==> config.mk <==
export PLATFORM = sky130hd
export DESIGN_NAME = mft_timer
export DESIGN_NICKNAME = d
export VERILOG_FILES = /design/src/mft_pkg.sv /design/src/mft_edge.sv /design/src/mft_timer.sv
export SDC_FILE = /design/constraint.sdc
export NUM_CORES = 1
export LEC_CHECK = 0
export BUFFER_PORTS_ARGS = -buffer_cell sky130_fd_sc_hd__buf_2
export CORE_ASPECT_RATIO = 0.8
export CORE_MARGIN = 2
export CORE_UTILIZATION = 52
export CTS_BUF_LIST = sky130_fd_sc_hd__clkbuf_16
export DETAILED_ROUTE_END_ITERATION = 8
export HOLD_SLACK_MARGIN = 0.15
export PLACE_DENSITY = 0.85
export SYNTH_ARGS = -nofsm -noshare
export SYNTH_HDL_FRONTEND = slang
export SYNTH_SLANG_ARGS = --single-unit
==> constraint.sdc <==
create_clock -name i_clk -period 11.75 [get_ports i_clk]
set_input_delay 3.525 -clock i_clk [delete_from_list [all_inputs] [get_ports i_clk]]
set_output_delay 3.525 -clock i_clk [all_outputs]
set_load 0.03 [all_outputs]
==> src/mft_pkg.sv <==
// Package with register map, field positions and encodings of the multifunction timer.
package mft_pkg;
	// ------------------------------------------------------------
	// Register byte offsets
	// ------------------------------------------------------------
	localparam logic [7:0] OFS_MODE_CONTROL = 8'h00; // Mode control register.
	localparam logic [7:0] OFS_CLOCK_SEL = 8'h04; // Counter clock selectors and prescaler.
	localparam logic [7:0] OFS_FIRST_CNT = 8'h08; // First counter.
	localparam logic [7:0] OFS_SECOND_CNT = 8'h0c; // Second counter.
	localparam logic [7:0] OFS_RELOAD_A = 8'h10; // Reload/capture A.
	localparam logic [7:0] OFS_RELOAD_B = 8'h14; // Reload/capture B.
	localparam logic [7:0] OFS_PENDING = 8'h18; // Pending flags, write one to clear.
	localparam logic [7:0] OFS_IRQ_EN = 8'h1c; // Interrupt enables A to D.
	localparam logic [7:0] OFS_SW_TRIG = 8'h20; // Software trigger strobe.
	// ------------------------------------------------------------
	// Mode control field positions
	// ------------------------------------------------------------
	localparam int MC_MODE_LO = 0; // Mode select field, two bits.
	localparam int MC_PT_EN = 2; // Pulse-train enable.
	localparam int MC_OUT_LVL = 3; // PWM initial level.
	localparam int MC_PIN_A_EN = 4; // Pin A function enable.
	localparam int MC_PIN_B_EN = 5; // Pin B function enable.
	localparam int MC_EDGE_A = 6; // Pin A edge, one for rising.
	localparam int MC_EDGE_B = 7; // Pin B edge, one for rising.
	localparam int MC_TRIG_SRC = 8; // Train trigger source, zero for pin B.
	localparam int MC_TIMER_EN = 9; // Timer enable.
	localparam int MC_WIDTH = 10; // Implemented mode control bits.
	// ------------------------------------------------------------
	// Encodings and reset values
	// ------------------------------------------------------------
	localparam logic [1:0] MODE_PWM = 2'h0; // PWM and system timer.
	localparam logic [1:0] MODE_CAPTURE = 2'h1; // Dual-input capture.
	localparam logic [2:0] CK_NONE = 3'h0; // No clock.
	localparam logic [2:0] CK_SYSTEM = 3'h1; // Prescaled system clock.
	localparam logic [2:0] CK_EXT_EVENT = 3'h2; // Pin B edges.
	localparam logic [2:0] CK_PULSE_ACC = 3'h3; // Prescaled system clock while pin B high.
	localparam logic [15:0] CNT_ALL_ONES = 16'hffff; // Capture preset value.
	localparam logic [15:0] CNT_ZERO = 16'h0000; // Pulse-train second counter preset.
	localparam logic [31:0] RESET_WORD = 32'h0000_0000; // Reset value of all registers.
	localparam logic [31:0] UNMAPPED_READ = 32'h0000_0000; // Answer at unmapped offsets.
	// ------------------------------------------------------------
	// Bus encodings
	// ------------------------------------------------------------
	localparam logic [1:0] HTRANS_NONSEQ = 2'h2; // NONSEQ transfer.
	localparam logic [1:0] HTRANS_SEQ = 2'h3; // SEQ transfer.
endpackage : mft_pkg

==> src/mft_edge.sv <==
// Edge detector with selectable polarity for one timer pin.
`timescale 1ns/10ps
`default_nettype none
module mft_edge (
	input wire logic i_clk,
	input wire logic i_rst_b,
	input wire logic i_pin,
	input wire logic i_rising,
	output logic o_event
);
	// Previous sample of the pin.
	logic prev_reg;

	// ------------------------------------------------------------
	// Pin history
	// ------------------------------------------------------------
	// The pin is taken as synchronous, so one register suffices.
	always_ff @(posedge i_clk or negedge i_rst_b)
	begin
		if (!i_rst_b)
			prev_reg <= 1'b0;
		else
			prev_reg <= i_pin;
	end

	// Pulse on the selected transition.
	assign o_event = i_rising ? (i_pin & ~prev_reg) : (~i_pin & prev_reg);
endmodule : mft_edge
`default_nettype wire

==> src/mft_timer.sv <==
// Dual 16-bit down-counting timer with PWM, pulse-train and capture modes, AHB-Lite slave.
//
// Behaviour
// (RULE1) PWM first counter starts from preloaded value.
// (RULE2) Underflow reloads alternately from A then B.
// (RULE3) Restart always takes first reload from A.
// (RULE4) Pin A toggles on each first-counter underflow.
// (RULE5) Output-level bit sets initial PWM level.
// (RULE6) Reload A/B sets pending flag A/B.
// (RULE7) Second counter counts, underflow flag under D.
// (RULE8) Pulse train is PWM mode plus enable.
// (RULE9) Train underflow toggles and decrements second counter.
// (RULE10) Second underflow at train end stops first clock.
// (RULE11) Train second-counter underflow presets to zero.
// (RULE12) Software rewrites second counter before next train.
// (RULE13) Pulses equal second counter value plus one.
// (RULE14) Train starts on pin B edge or software.
// (RULE15) Software trigger only after timer enable set.
// (RULE16) Disabled at reset; train starts reload from A.
// (RULE17) Capture copies first counter into A or B.
// (RULE18) Edge select per pin, rising or falling.
// (RULE19) Preset enable: capture then preset all ones.
// (RULE20) Capture pulses last at least one clock.
// (RULE21) Capture A, B, underflow set own flags.
// (RULE22) Capture mode: event clocking stops first counter.
// (RULE23) Counters tick by one, hold on no-clock.
//
// Implementation choices: register access over AHB-Lite and the placing of the registers.
`timescale 1ns/10ps
`default_nettype none
module mft_timer #(
	parameter int CNT_W = 16
) (
	input wire logic i_clk,
	input wire logic i_rst_b,
	input wire logic i_hsel,
	input wire logic [31:0] i_haddr,
	input wire logic [1:0] i_htrans,
	input wire logic i_hwrite,
	input wire logic [2:0] i_hsize,
	input wire logic [31:0] i_hwdata,
	input wire logic i_hready,
	output logic [31:0] o_hrdata,
	output logic o_hreadyout,
	output logic o_hresp,
	input wire logic i_pin_a,
	input wire logic i_pin_b,
	output logic o_pin_a,
	output logic o_pin_a_oe_b,
	output logic o_irq_a,
	output logic o_irq_b,
	output logic o_irq_c,
	output logic o_irq_d
);
	// ------------------------------------------------------------
	// Reset release
	// ------------------------------------------------------------
	logic [1:0] rst_sync_reg; // Two-stage reset release.
	logic rst_b; // Released reset used by all logic.

	// Release the reset through two flip-flops.
	always_ff @(posedge i_clk or negedge i_rst_b)
	begin
		if (!i_rst_b)
			rst_sync_reg <= 2'b00;
		else
			rst_sync_reg <= {rst_sync_reg[0], 1'b1};
	end
	assign rst_b = rst_sync_reg[1];

	// ------------------------------------------------------------
	// Registers
	// ------------------------------------------------------------
	logic [mft_pkg::MC_WIDTH-1:0] mode_control_reg; // Mode control.
	logic [15:0] clock_sel_reg; // [2:0] first, [5:3] second selector, [15:8] prescale.
	logic [CNT_W-1:0] first_counter_reg; // First counter.
	logic [CNT_W-1:0] second_counter_reg; // Second counter.
	logic [CNT_W-1:0] reload_capture_a_reg; // Reload/capture A.
	logic [CNT_W-1:0] reload_capture_b_reg; // Reload/capture B.
	logic [3:0] pending_reg; // Pending flags A, B, C, D in bits 0 to 3.
	logic [3:0] irq_enable_reg; // Interrupt enables A to D.
	logic next_from_b_reg; // Next reload comes from B.
	logic pin_a_out_reg; // PWM output level.
	logic train_run_reg; // Pulse train running.
	logic [7:0] prescale_cnt_reg; // Prescaler counter.

	// Decoded fields.
	logic [1:0] mode_select_field;
	logic pulse_train_enable, pwm_initial_level_bit, pin_a_function_enable, pin_b_function_enable;
	logic edge_select_a, edge_select_b, train_trigger_source, timer_enable_bit;
	logic [2:0] ck_first, ck_second;
	assign mode_select_field = mode_control_reg[mft_pkg::MC_MODE_LO +: 2];
	assign pulse_train_enable = mode_control_reg[mft_pkg::MC_PT_EN];
	assign pwm_initial_level_bit = mode_control_reg[mft_pkg::MC_OUT_LVL];
	assign pin_a_function_enable = mode_control_reg[mft_pkg::MC_PIN_A_EN];
	assign pin_b_function_enable = mode_control_reg[mft_pkg::MC_PIN_B_EN];
	assign edge_select_a = mode_control_reg[mft_pkg::MC_EDGE_A];
	assign edge_select_b = mode_control_reg[mft_pkg::MC_EDGE_B];
	assign train_trigger_source = mode_control_reg[mft_pkg::MC_TRIG_SRC];
	assign timer_enable_bit = mode_control_reg[mft_pkg::MC_TIMER_EN];
	assign ck_first = clock_sel_reg[2:0];
	assign ck_second = clock_sel_reg[5:3];

	// Mode decode.
	logic is_pwm, is_train, is_cap;
	assign is_pwm = timer_enable_bit && mode_select_field == mft_pkg::MODE_PWM; // [RULE8]
	assign is_train = is_pwm && pulse_train_enable; // [RULE8]
	assign is_cap = timer_enable_bit && mode_select_field == mft_pkg::MODE_CAPTURE;

	// ------------------------------------------------------------
	// Bus slave
	// ------------------------------------------------------------
	logic ap_valid; // Address phase accepted this cycle.
	logic dp_write_reg; // Data phase is a write.
	logic dp_read_reg; // Data phase is a read.
	logic [7:0] dp_addr_reg; // Byte offset of the data phase.
	logic wr; // Write strobe with data.
	logic [7:0] wa; // Write offset.
	logic sw_trig; // Software trigger pulse.
	assign ap_valid = i_hsel && i_hready && (i_htrans == mft_pkg::HTRANS_NONSEQ || i_htrans == mft_pkg::HTRANS_SEQ);
	assign o_hreadyout = 1'b1; // Zero wait states.
	assign o_hresp = 1'b0; // Always OKAY.
	assign wr = dp_write_reg;
	assign wa = dp_addr_reg;
	assign sw_trig = wr && wa == mft_pkg::OFS_SW_TRIG && i_hwdata[0];

	// Capture the address phase.
	always_ff @(posedge i_clk or negedge rst_b)
	begin
		if (!rst_b)
		begin
			dp_write_reg <= 1'b0;
			dp_read_reg <= 1'b0;
			dp_addr_reg <= 8'h00;
		end
		else
		begin
			dp_write_reg <= ap_valid && i_hwrite;
			dp_read_reg <= ap_valid && !i_hwrite;
			if (ap_valid)
				dp_addr_reg <= i_haddr[7:0];
		end
	end

	// Read data is registered in the address phase so it stands in the data phase.
	always_ff @(posedge i_clk or negedge rst_b)
	begin
		if (!rst_b)
			o_hrdata <= mft_pkg::RESET_WORD;
		else if (ap_valid && !i_hwrite)
		begin
			case (i_haddr[7:0])
				mft_pkg::OFS_MODE_CONTROL: o_hrdata <= 32'(mode_control_reg);
				mft_pkg::OFS_CLOCK_SEL: o_hrdata <= 32'(clock_sel_reg);
				mft_pkg::OFS_FIRST_CNT: o_hrdata <= 32'(first_counter_reg);
				mft_pkg::OFS_SECOND_CNT: o_hrdata <= 32'(second_counter_reg);
				mft_pkg::OFS_RELOAD_A: o_hrdata <= 32'(reload_capture_a_reg);
				mft_pkg::OFS_RELOAD_B: o_hrdata <= 32'(reload_capture_b_reg);
				mft_pkg::OFS_PENDING: o_hrdata <= 32'({train_run_reg, pin_a_out_reg, 2'b00, pending_reg});
				mft_pkg::OFS_IRQ_EN: o_hrdata <= 32'(irq_enable_reg);
				default: o_hrdata <= mft_pkg::UNMAPPED_READ;
			endcase
		end
	end

	// Configuration registers written from the bus.
	always_ff @(posedge i_clk or negedge rst_b)
	begin
		if (!rst_b)
		begin
			mode_control_reg <= '0; // Timer disabled after reset. [RULE16]
			clock_sel_reg <= '0;
			irq_enable_reg <= '0;
		end
		else if (wr)
		begin
			if (wa == mft_pkg::OFS_MODE_CONTROL)
				mode_control_reg <= i_hwdata[mft_pkg::MC_WIDTH-1:0];
			if (wa == mft_pkg::OFS_CLOCK_SEL)
				clock_sel_reg <= i_hwdata[15:0];
			if (wa == mft_pkg::OFS_IRQ_EN)
				irq_enable_reg <= i_hwdata[3:0];
		end
	end

	// ------------------------------------------------------------
	// Clock sources
	// ------------------------------------------------------------
	logic pre_tick; // Prescaled system clock enable.
	logic edge_a, edge_b; // Selected-edge events on pins.
	assign pre_tick = prescale_cnt_reg == 8'h00;

	// Prescaler: one tick every prescale+1 clocks.
	always_ff @(posedge i_clk or negedge rst_b)
	begin
		if (!rst_b)
			prescale_cnt_reg <= 8'h00;
		else if (pre_tick)
			prescale_cnt_reg <= clock_sel_reg[15:8];
		else
			prescale_cnt_reg <= prescale_cnt_reg - 8'h01;
	end

	mft_edge u_edge_a (
		.i_clk(i_clk),
		.i_rst_b(rst_b),
		.i_pin(i_pin_a),
		.i_rising(edge_select_a), // [RULE18]
		.o_event(edge_a)
	);
	mft_edge u_edge_b (
		.i_clk(i_clk),
		.i_rst_b(rst_b),
		.i_pin(i_pin_b),
		.i_rising(edge_select_b), // [RULE18]
		.o_event(edge_b)
	);

	// Tick from a selector; event clocks are barred in capture mode for the first counter.
	function automatic logic sel_tick(input logic [2:0] sel, input logic pre, input logic ev, input logic lvl,
		input logic bar_ext);
		case (sel)
			mft_pkg::CK_SYSTEM: sel_tick = pre;
			mft_pkg::CK_EXT_EVENT: sel_tick = ev && !bar_ext;
			mft_pkg::CK_PULSE_ACC: sel_tick = pre && lvl && !bar_ext;
			default: sel_tick = 1'b0;
		endcase
	endfunction : sel_tick

	logic tick1, tick2, uf1, uf2;
	logic train_start, train_end;
	// First counter runs in PWM, in train only while running, in capture on the prescaled system clock only. [RULE22]
	assign tick1 = sel_tick(ck_first, pre_tick, edge_b, i_pin_b, is_cap) && (is_pwm || is_cap)
		&& (!is_train || train_run_reg); // [RULE23]
	assign tick2 = is_train ? (uf1 && train_run_reg) : (timer_enable_bit && sel_tick(ck_second, pre_tick, edge_b,
		i_pin_b, 1'b0)); // [RULE9] [RULE7]
	assign uf1 = tick1 && first_counter_reg == '0;
	assign uf2 = tick2 && second_counter_reg == '0;
	// Trigger from pin B edge or software bit. [RULE14]
	assign train_start = is_train && !train_run_reg && (train_trigger_source ? sw_trig : edge_b);
	// Train ends when the second counter underflows on a pulse. [RULE10] [RULE13]
	assign train_end = is_train && uf2;

	// Pulse-train run flag.
	always_ff @(posedge i_clk or negedge rst_b)
	begin
		if (!rst_b)
			train_run_reg <= 1'b0;
		else if (!is_train || train_end)
			train_run_reg <= 1'b0; // Clock of the first counter disabled at once. [RULE10]
		else if (train_start)
			train_run_reg <= 1'b1;
	end

	// ------------------------------------------------------------
	// First counter, reload selection and output
	// ------------------------------------------------------------
	logic restart; // Counter stopped or mode left, next reload from A.
	logic cap_a, cap_b;
	assign restart = !is_pwm || ck_first == mft_pkg::CK_NONE || (is_train && !train_run_reg); // [RULE3] [RULE16]
	assign cap_a = is_cap && edge_a; // [RULE17]
	assign cap_b = is_cap && edge_b; // [RULE17]

	// First counter: software load, capture preset, reload or decrement.
	always_ff @(posedge i_clk or negedge rst_b)
	begin
		if (!rst_b)
			first_counter_reg <= '0;
		else if (wr && wa == mft_pkg::OFS_FIRST_CNT)
			first_counter_reg <= i_hwdata[CNT_W-1:0]; // Preloaded start value. [RULE1]
		else if ((cap_a && pin_a_function_enable) || (cap_b && pin_b_function_enable))
			first_counter_reg <= mft_pkg::CNT_ALL_ONES; // Preset after the transfer. [RULE19]
		else if (uf1 && is_pwm)
			first_counter_reg <= next_from_b_reg ? reload_capture_b_reg : reload_capture_a_reg; // [RULE2]
		else if (tick1)
			first_counter_reg <= first_counter_reg - 1'b1; // [RULE1] [RULE23]
	end

	// Alternation between reload registers.
	always_ff @(posedge i_clk or negedge rst_b)
	begin
		if (!rst_b)
			next_from_b_reg <= 1'b0;
		else if (restart)
			next_from_b_reg <= 1'b0; // [RULE3]
		else if (uf1)
			next_from_b_reg <= !next_from_b_reg; // [RULE2]
	end

	// Reload/capture registers: software writes or captured counter.
	always_ff @(posedge i_clk or negedge rst_b)
	begin
		if (!rst_b)
		begin
			reload_capture_a_reg <= '0;
			reload_capture_b_reg <= '0;
		end
		else
		begin
			if (cap_a)
				reload_capture_a_reg <= first_counter_reg; // [RULE17] [RULE19]
			else if (wr && wa == mft_pkg::OFS_RELOAD_A)
				reload_capture_a_reg <= i_hwdata[CNT_W-1:0];
			if (cap_b)
				reload_capture_b_reg <= first_counter_reg; // [RULE17] [RULE19]
			else if (wr && wa == mft_pkg::OFS_RELOAD_B)
				reload_capture_b_reg <= i_hwdata[CNT_W-1:0];
		end
	end

	// PWM level: follows the initial-level bit while idle, toggles on underflow.
	always_ff @(posedge i_clk or negedge rst_b)
	begin
		if (!rst_b)
			pin_a_out_reg <= 1'b0;
		else if (restart)
			pin_a_out_reg <= pwm_initial_level_bit; // [RULE5]
		else if (uf1)
			pin_a_out_reg <= !pin_a_out_reg; // [RULE4] [RULE9]
	end
	assign o_pin_a = pin_a_out_reg;
	assign o_pin_a_oe_b = !(is_pwm && pin_a_function_enable); // Low while driving.

	// ------------------------------------------------------------
	// Second counter
	// ------------------------------------------------------------
	always_ff @(posedge i_clk or negedge rst_b)
	begin
		if (!rst_b)
			second_counter_reg <= '0;
		else if (wr && wa == mft_pkg::OFS_SECOND_CNT)
			second_counter_reg <= i_hwdata[CNT_W-1:0]; // Rewritten by software before a train. [RULE12]
		else if (uf2 && is_train)
			second_counter_reg <= mft_pkg::CNT_ZERO; // No reload in train mode. [RULE11]
		else if (tick2)
			second_counter_reg <= second_counter_reg - 1'b1; // Wraps to all ones. [RULE7] [RULE23]
	end

	// ------------------------------------------------------------
	// Pending flags and interrupt lines
	// ------------------------------------------------------------
	logic [3:0] set_pend, clr_pend;
	assign set_pend[0] = (uf1 && is_pwm && !next_from_b_reg) || cap_a; // [RULE6] [RULE21]
	assign set_pend[1] = (uf1 && is_pwm && next_from_b_reg) || cap_b; // [RULE6] [RULE21]
	assign set_pend[2] = uf1 && is_cap; // [RULE21]
	assign set_pend[3] = uf2; // [RULE7]
	assign clr_pend = (wr && wa == mft_pkg::OFS_PENDING) ? i_hwdata[3:0] : 4'h0;

	// Sticky flags; a set in the clearing cycle wins.
	always_ff @(posedge i_clk or negedge rst_b)
	begin
		if (!rst_b)
			pending_reg <= 4'h0;
		else
			pending_reg <= (pending_reg & ~clr_pend) | set_pend;
	end
	assign o_irq_a = pending_reg[0] & irq_enable_reg[0]; // [RULE6] [RULE21]
	assign o_irq_b = pending_reg[1] & irq_enable_reg[1]; // [RULE6] [RULE21]
	assign o_irq_c = pending_reg[2] & irq_enable_reg[2]; // [RULE21]
	assign o_irq_d = pending_reg[3] & irq_enable_reg[3]; // [RULE7]

	// ------------------------------------------------------------
	// Checks
	// ------------------------------------------------------------
	chk_reload_from_a: assert property (@(posedge i_clk) disable iff (!rst_b) // [RULE2]
		(uf1 && is_pwm && !next_from_b_reg && !wr) |=> first_counter_reg == $past(reload_capture_a_reg))
		else $error("First counter not reloaded from A.");
	chk_restart_a_first: assert property (@(posedge i_clk) disable iff (!rst_b) // [RULE3]
		restart |=> !next_from_b_reg)
		else $error("Restart did not select reload A.");
	chk_pwm_toggle: assert property (@(posedge i_clk) disable iff (!rst_b) // [RULE4]
		(uf1 && !restart) |=> o_pin_a != $past(o_pin_a))
		else $error("Pin A did not toggle on underflow.");
	chk_idle_level: assert property (@(posedge i_clk) disable iff (!rst_b) // [RULE5]
		(restart && !is_pwm) |=> o_pin_a == $past(pwm_initial_level_bit))
		else $error("PWM level not initial level.");
	chk_pend_a_set: assert property (@(posedge i_clk) disable iff (!rst_b) // [RULE6]
		set_pend[0] |=> pending_reg[0])
		else $error("Pending flag A lost.");
	chk_train_stop: assert property (@(posedge i_clk) disable iff (!rst_b) // [RULE10]
		train_end |=> !train_run_reg ##1 !train_run_reg || $past(train_start))
		else $error("Train did not stop.");
	chk_train_zero: assert property (@(posedge i_clk) disable iff (!rst_b) // [RULE11]
		(train_end && !wr) |=> second_counter_reg == 16'h0000)
		else $error("Second counter not preset to zero.");
	chk_cap_preset: assert property (@(posedge i_clk) disable iff (!rst_b) // [RULE19]
		(cap_a && pin_a_function_enable && !wr) |=> first_counter_reg == 16'hffff
		&& reload_capture_a_reg == $past(first_counter_reg))
		else $error("Capture preset wrong.");
	chk_no_clock_hold: assert property (@(posedge i_clk) disable iff (!rst_b) // [RULE23]
		(ck_first == mft_pkg::CK_NONE && !wr && !cap_a && !cap_b) |=> $stable(first_counter_reg))
		else $error("First counter moved without clock.");
	cov_train_end: cover property (@(posedge i_clk) disable iff (!rst_b) train_end);
	cov_reload_b: cover property (@(posedge i_clk) disable iff (!rst_b) uf1 && next_from_b_reg);
	cov_capture_b: cover property (@(posedge i_clk) disable iff (!rst_b) cap_b);
endmodule : mft_timer
`default_nettype wire

; Word level (Yosys, flattened, before mapping)
; Index checks and enable logic that the tools add are counted.
[word_totals]
register_bits = 154
inputBits = 76
output_inout_bits = 40
word_cells = 155
[classes]
n_addsub = 3
n_eq_ne = 24
mux = 27
n_bitwise = 15
n_reduce_logical = 68
[ops]
columns = operator, count
row1 = two-way mux 16 bit, 12
row2 = case mux 16 bit (8 select lines), 1
row3 = "== test 8 x 5 -> 1 bit, second input constant", 8
row4 = logical AND 1 bit, 35
row5 = "== test 8 x 4 -> 1 bit, second input constant", 4
row6 = zero test 16 bit, 2
row7 = "subtractor 16 x 1 -> 16 bit, second input constant", 2
row8 = zero test 8 bit, 3
row9 = "== test 8 x 3 -> 1 bit, second input constant", 2
row10 = "== test 3 x 2 -> 1 bit, second input constant", 4
row11 = two-way mux 1 bit, 10
row12 = logical OR 1 bit, 9
row13 = AND 1 bit, 8
row14 = "== test 8 x 6 -> 1 bit, second input constant", 1
row15 = zero test 1 bit, 8
row16 = two-way mux 8 bit, 1
row17 = nonzero test 2 bit, 4
row18 = "subtractor 8 x 1 -> 8 bit, second input constant", 1
row19 = "== test 3 x 1 -> 1 bit, second input constant", 2
row20 = case mux 1 bit (3 select lines), 2
row21 = AND reduction 2 bit, 3
row22 = AND 4 bit, 1
row23 = "== test 2 bit, second input constant", 2
row24 = two-way mux 4 bit, 1
row25 = 8 further kinds, 11

; Logic depth before layout (Yosys ltp)
[logic_depth]
word_depth = 14
depth_mapped = 11
mapped_depth_nobuf = 9

; Modules after synthesis
; Synthesis repeated with hierarchy kept, for this count alone.
[unflattened]
cells_unflattened = 803
area_unflattened_um2 = 7806.2
[modules_own_cells]
columns = mod, n_inst, cells_per_inst, area_each_um2, seq_area_each_um2
row1 = mft_timer, 1, 795, 7711.1, 3403.3
row2 = mft_edge, 2, 4, 47.5, 25.0

; Least setup slack after synthesis
; No wires, ideal clock.
[synth_path]
kind = input -> register
startpoint = in i_haddr[1]
endpoint = reg o_hrdata[7]
setup_ns = 0.066
arrival_ns = 5.146
t_required_ns = 11.684
setup_slack_ns = 6.538
cell_stages = 7
n_path_buf = 1
path_cell_list = nor4_1 -> nand3b_1 -> nor3_1 -> clkbuf_1 -> a221oi_1 -> o21ai_0 -> a22o_1
[synth_between]
elab_chain_cells = 2
word_cells_on_any_way = 9
cone_classes = eq/ne: 7 / mux: 1 / reduce/logical: 1
[synth_lines]
columns = item, line
row1 = start: declaration, mft_timer.sv:37  ; input wire logic [31:0] i_haddr,
row2 = == test 8 x 5 -> 1 bit (tied with other cells), mft_timer.sv:152  ; case (i_haddr[7:0])
row3 = case mux 16 bit (8 select lines) (*), mft_timer.sv:152
row4 = end signal: assignment, mft_timer.sv:153  ; mft_pkg::OFS_MODE_CONTROL: o_hrdata <= 32'(mode_control_reg);
row5 = end signal: assignment, mft_timer.sv:154  ; mft_pkg::OFS_CLOCK_SEL: o_hrdata <= 32'(clock_sel_reg);
row6 = end signal: assignment, mft_timer.sv:155  ; mft_pkg::OFS_FIRST_CNT: o_hrdata <= 32'(first_counter_reg);
row7 = end: declaration, mft_timer.sv:43  ; output logic [31:0] o_hrdata,
; Mark *: on every way between the ends. The rest lies on a longest branch, timed or not.
; A chain may end at the register's enable or synchronous reset.

; Worst setup path after layout
[layout_path]
startpoint = in i_pin_b
endpoint = reg first_counter_reg[12]
[layout_between]
elab_chain_cells = 12
word_cells_on_any_way = 19
cone_classes = mux: 5 / bitwise: 3 / reduce/logical: 11
[layout_lines]
columns = item, line
row1 = start: declaration, mft_timer.sv:47  ; input wire logic i_pin_b,
row2 = inverter 1 bit, mft_edge.sv:27  ; assign o_event = i_rising ? (i_pin & ~prev_reg) : (~i_pin & prev_reg);
row3 = AND 1 bit, mft_edge.sv:27
row4 = two-way mux 1 bit, mft_edge.sv:27
row5 = logical AND 1 bit, mft_timer.sv:224  ; mft_pkg::CK_EXT_EVENT: sel_tick = ev && !bar_ext;
row6 = case mux 1 bit (3 select lines), mft_timer.sv:222  ; case (sel)
row7 = logical AND 1 bit, mft_timer.sv:233  ; assign tick1 = sel_tick(ck_first, pre_tick, edge_b, i_pin_b, is_cap) && (is_pwm || is_cap)
row8 = logical AND 1 bit, mft_timer.sv:234  ; && (!is_train || train_run_reg);
row9 = logical AND 1 bit, mft_timer.sv:237  ; assign uf1 = tick1 && first_counter_reg == '0;
row10 = logical AND 1 bit, mft_timer.sv:273  ; else if (uf1 && is_pwm)
row11 = two-way mux 16 bit, mft_timer.sv:273
row12 = two-way mux 16 bit, mft_timer.sv:271  ; else if ((cap_a && pin_a_function_enable) || (cap_b && pin_b_function_enable))
row13 = two-way mux 16 bit, mft_timer.sv:269  ; else if (wr && wa == mft_pkg::OFS_FIRST_CNT)
row14 = end signal: assignment, mft_timer.sv:270  ; first_counter_reg <= i_hwdata[CNT_W-1:0];
row15 = end signal: assignment, mft_timer.sv:272  ; first_counter_reg <= mft_pkg::CNT_ALL_ONES;
row16 = end signal: assignment, mft_timer.sv:274  ; first_counter_reg <= next_from_b_reg ? reload_capture_b_reg : reload_capture_a_reg;
row17 = end: declaration, mft_timer.sv:76  ; logic [CNT_W-1:0] first_counter_reg;
; Parallel ways exist; a longest one is shown, timed or not.

==> metrics.yaml <==
run_status:
  status: "finished, final reports clean"
sta:
  clock_skew_ns: 0.00911
  final.period_utilization: 0.522
  clock.fmax_ghz: 0.163
  maxSlewHeadroom: 0.198
  worst_pin_slew_ns: 1.20
  slew_violations: 0
  setup_ws_ns: 5.61
  setup_viol: 0
  hold_viol: 0
  period_minus_slack_ns: 6.14
  rsz0062_at_grt: "no"
  tns_ns: 0
power_and_ir_drop:
  clkPwrFrac: 0.386
  peakVddDrop_v: 0.000110
  p_int_mw: 0.964
  p_seq_frac: 0.455
  combPwrFrac: 0.159
  power.density_nw_per_um2: 160
  p_sw_frac: 0.309
  netSwitchingPower_mw: 0.431
  p_leak_nw: 3.90
yosys:
  synth_compound_area_frac: 0.169
  synthXorXnorAreaFrac: 0.0145
  syn_area_per_cell_sq_um: 9.55
  synth_top_cell_by_area: "dfrtp_1"
  yosys_register_bits: 138
  synthesis.area_sq_um: 7830
  synthFlopType: "dfrtp_1"
  yosys.area.top_type_share: 0.441
  synth_cell_types: 73
  synthTopCellsByArea: "dfrtp_1 44%, mux2i_1 6.9%, mux2_2 6.0%"
  synth_warnings: 0
  synth-adder-area-share: 0.00480
  synth_top_family_by_area: "simple AND/OR/NAND/NOR gates"
  yosys-mux-area-fraction: 0.135
  async_reset_ff_frac: 1.00
  synthCells: 820
  synth-edff-count: 0
  synth-simple-area-share: 0.182
  seq_area_frac_synth: 0.441
route:
  wl_per_cell_microns: 21.4
  dr_wl_met3_microns: 2600
  remaining_drc_errors: 0
  via_count: 6786
  wirelength_met1_microns: 9100
  antenna_left: 0
  viasPerCell: 6.45
  routed.top_layer: "met4"
  routed-wl-met2_microns: 10300
  initialDrtViolationCount: 1102
  wl_microns: 22500
  dr.pass1.iters: 5
clock_network:
  cts-buffers-inserted: 17
  h-tree-depth: 4
  cts_tree: "done"
  cts_setup_buffers: 0
  clk_path_buf_depth: 2
  cts.clk_slew.worst_paths_ns: 0.06
  clk_latency_ns: 0.43
  cts_sinks: 138
  hold_buffers: 0
  cts_root_buffer: "clkbuf_16"
  cts_resized: 0
floorplan:
  die_height_microns: 114
  placementRows: 40
  dieArea_sq_um: 16100
  io_pins: 116
  start_util: 0.527
  die_w_microns: 141
  core_sq_um: 14900
setup_path:
  critical_path_class: "in2reg"
  path_max_fanout: 18
  cp.required_ns: 12.07
  worstPathArrival_ns: 6.46
  end_kind: "flip-flop"
  reg2reg_from: "prescale_cnt_reg[0]"
  rrSetupSlack_ns: 8.34
  cp-start-kind: "primary input"
  reg2reg_depth: 9
  r2r_end: "first_counter_reg[0]"
grt:
  grt_start_max_net_pins: 72
  globalRoute.totalOverflow: 0
  grt_usage: 0.295
  antenna_found_initial: 0
  grt_pass1_wl_microns: 36200
  grt_pass1_vias: 6537
min_path:
  hold_end: "rst_sync_reg[1]"
  hold_path_depth: 0
  min_from: "rst_sync_reg[0]"
  hp-class: "reg2reg"
place:
  io_buffers: 53
  gp_congestion: 0.924
  place_hpwl_microns: 15300
  post-place-ws_ns: 5.32
cells_and_area:
  final_util: 0.588
  drive_gt1_frac: 0.180
  fin_nets: 929
  area_delta_synth_final_pct: 11.6
  antennaDiodeCount: 0
flow_run:
  cap_violations: 0
## layout make-up
cell class | count | area, sq um
Clock buffer | 17 | 425
Clock inverter | 15 | 161
Fill cell | 1197 | 6130
Inverter | 14 | 52.6
Multi-Input combinational cell | 615 | 4050
Sequential cell | 138 | 3460
Tap cell | 189 | 236
Timing Repair Buffer | 64 | 348
## cells in the mapped netlist, types with 8 or more instances
library cell and number:
a22oi_1 21, a31oi_1 8, mux2i_1 54, a22o_1 17
a222oi_1 8, o21ai_0 60, xnor2_1 11, nand3_1 16
a21oi_1 43, o311ai_0 9, nor2_1 63, mux2_2 42
nand2_1 96, or3_1 9, clkbuf_1 42, or4_1 8
buf_4 18, inv_1 13, nand2b_1 10, nor3_1 14
dfrtp_1 138
## worst max path at each step
stage	startpoint	to	slack [ns]	cells after the start
2_1_floorplan	i_haddr[1]	o_hrdata[7]	6.54	7
5_1_grt	i_pin_b	first_counter_reg[12]	5.45	8
6_report	i_pin_b	first_counter_reg[12]	5.61	8
3_5_place_dp	i_pin_b	first_counter_reg[0]	5.32	8
4_1_cts	i_pin_b	first_counter_reg[12]	5.75	8
3_3_place_gp	i_pin_b	first_counter_reg[10]	5.42	8
## routing by layer
metal,vias up,GRT usage
li1,3025,-
met1,3351,0.416
met2,371,0.447
met3,39,0.0819
met4,0,0.0927
met5,-,0
## stage by stage
| stage | cell area, sq um | hold WS, ns | total power [mW] | instances |
|---|---|---|---|---|
| after floorplan | 7890 | 0.331 | 0.784 | 837 |
| after global placement | 8150 | 0.339 | 0.842 | 1020 |
| after detailed placement | 8150 | 0.344 | 0.855 | 1020 |
| after CTS | 8730 | 0.352 | 1.39 | 1052 |
| after global routing | 8730 | 0.353 | 1.45 | 1052 |
| final | 8730 | 0.350 | 1.39 | 1052 |
## cell families after synthesis
logic type,Yosys count
other,2
DFF,138
muxes,98
AOI/OAI and AO/OA,203
and+or+nand+nor,279
xor gates and xnor gates,13
adders and majority gates,3
buffers and inverters,84
## power by group through the flow
stage / Clock, mW / Sequential [mW] / Combinational (mW)
detailed placement: 0 / 0.637 / 0.218
CTS: 0.539 / 0.629 / 0.221
finish: 0.538 / 0.634 / 0.222
global placement: 0 / 0.632 / 0.209
global route: 0.560 / 0.644 / 0.248
floorplan: 0 / 0.599 / 0.185
## cells in the final DEF (no fill, tap or decap), types with 19 or more instances in the layout
master     n
mux2_2    42
o21ai_0   60
nand2_1   96
conb_1    19
a22oi_1   21
mux2i_1   54
dfrtp_1  137
buf_2     53
nor2_1    62
a21oi_1   42
## critical path: stages
cell	delay (ns)
buf_2	0.13
and3b_1	0.16
a21oi_1	0.47
a2bb2oi_1	0.36
and3b_1	0.50
nor2_1	0.91
o21ai_0	0.21
o21ai_0	0.16
No activity file was read; power rests on OpenSTA's default activity.
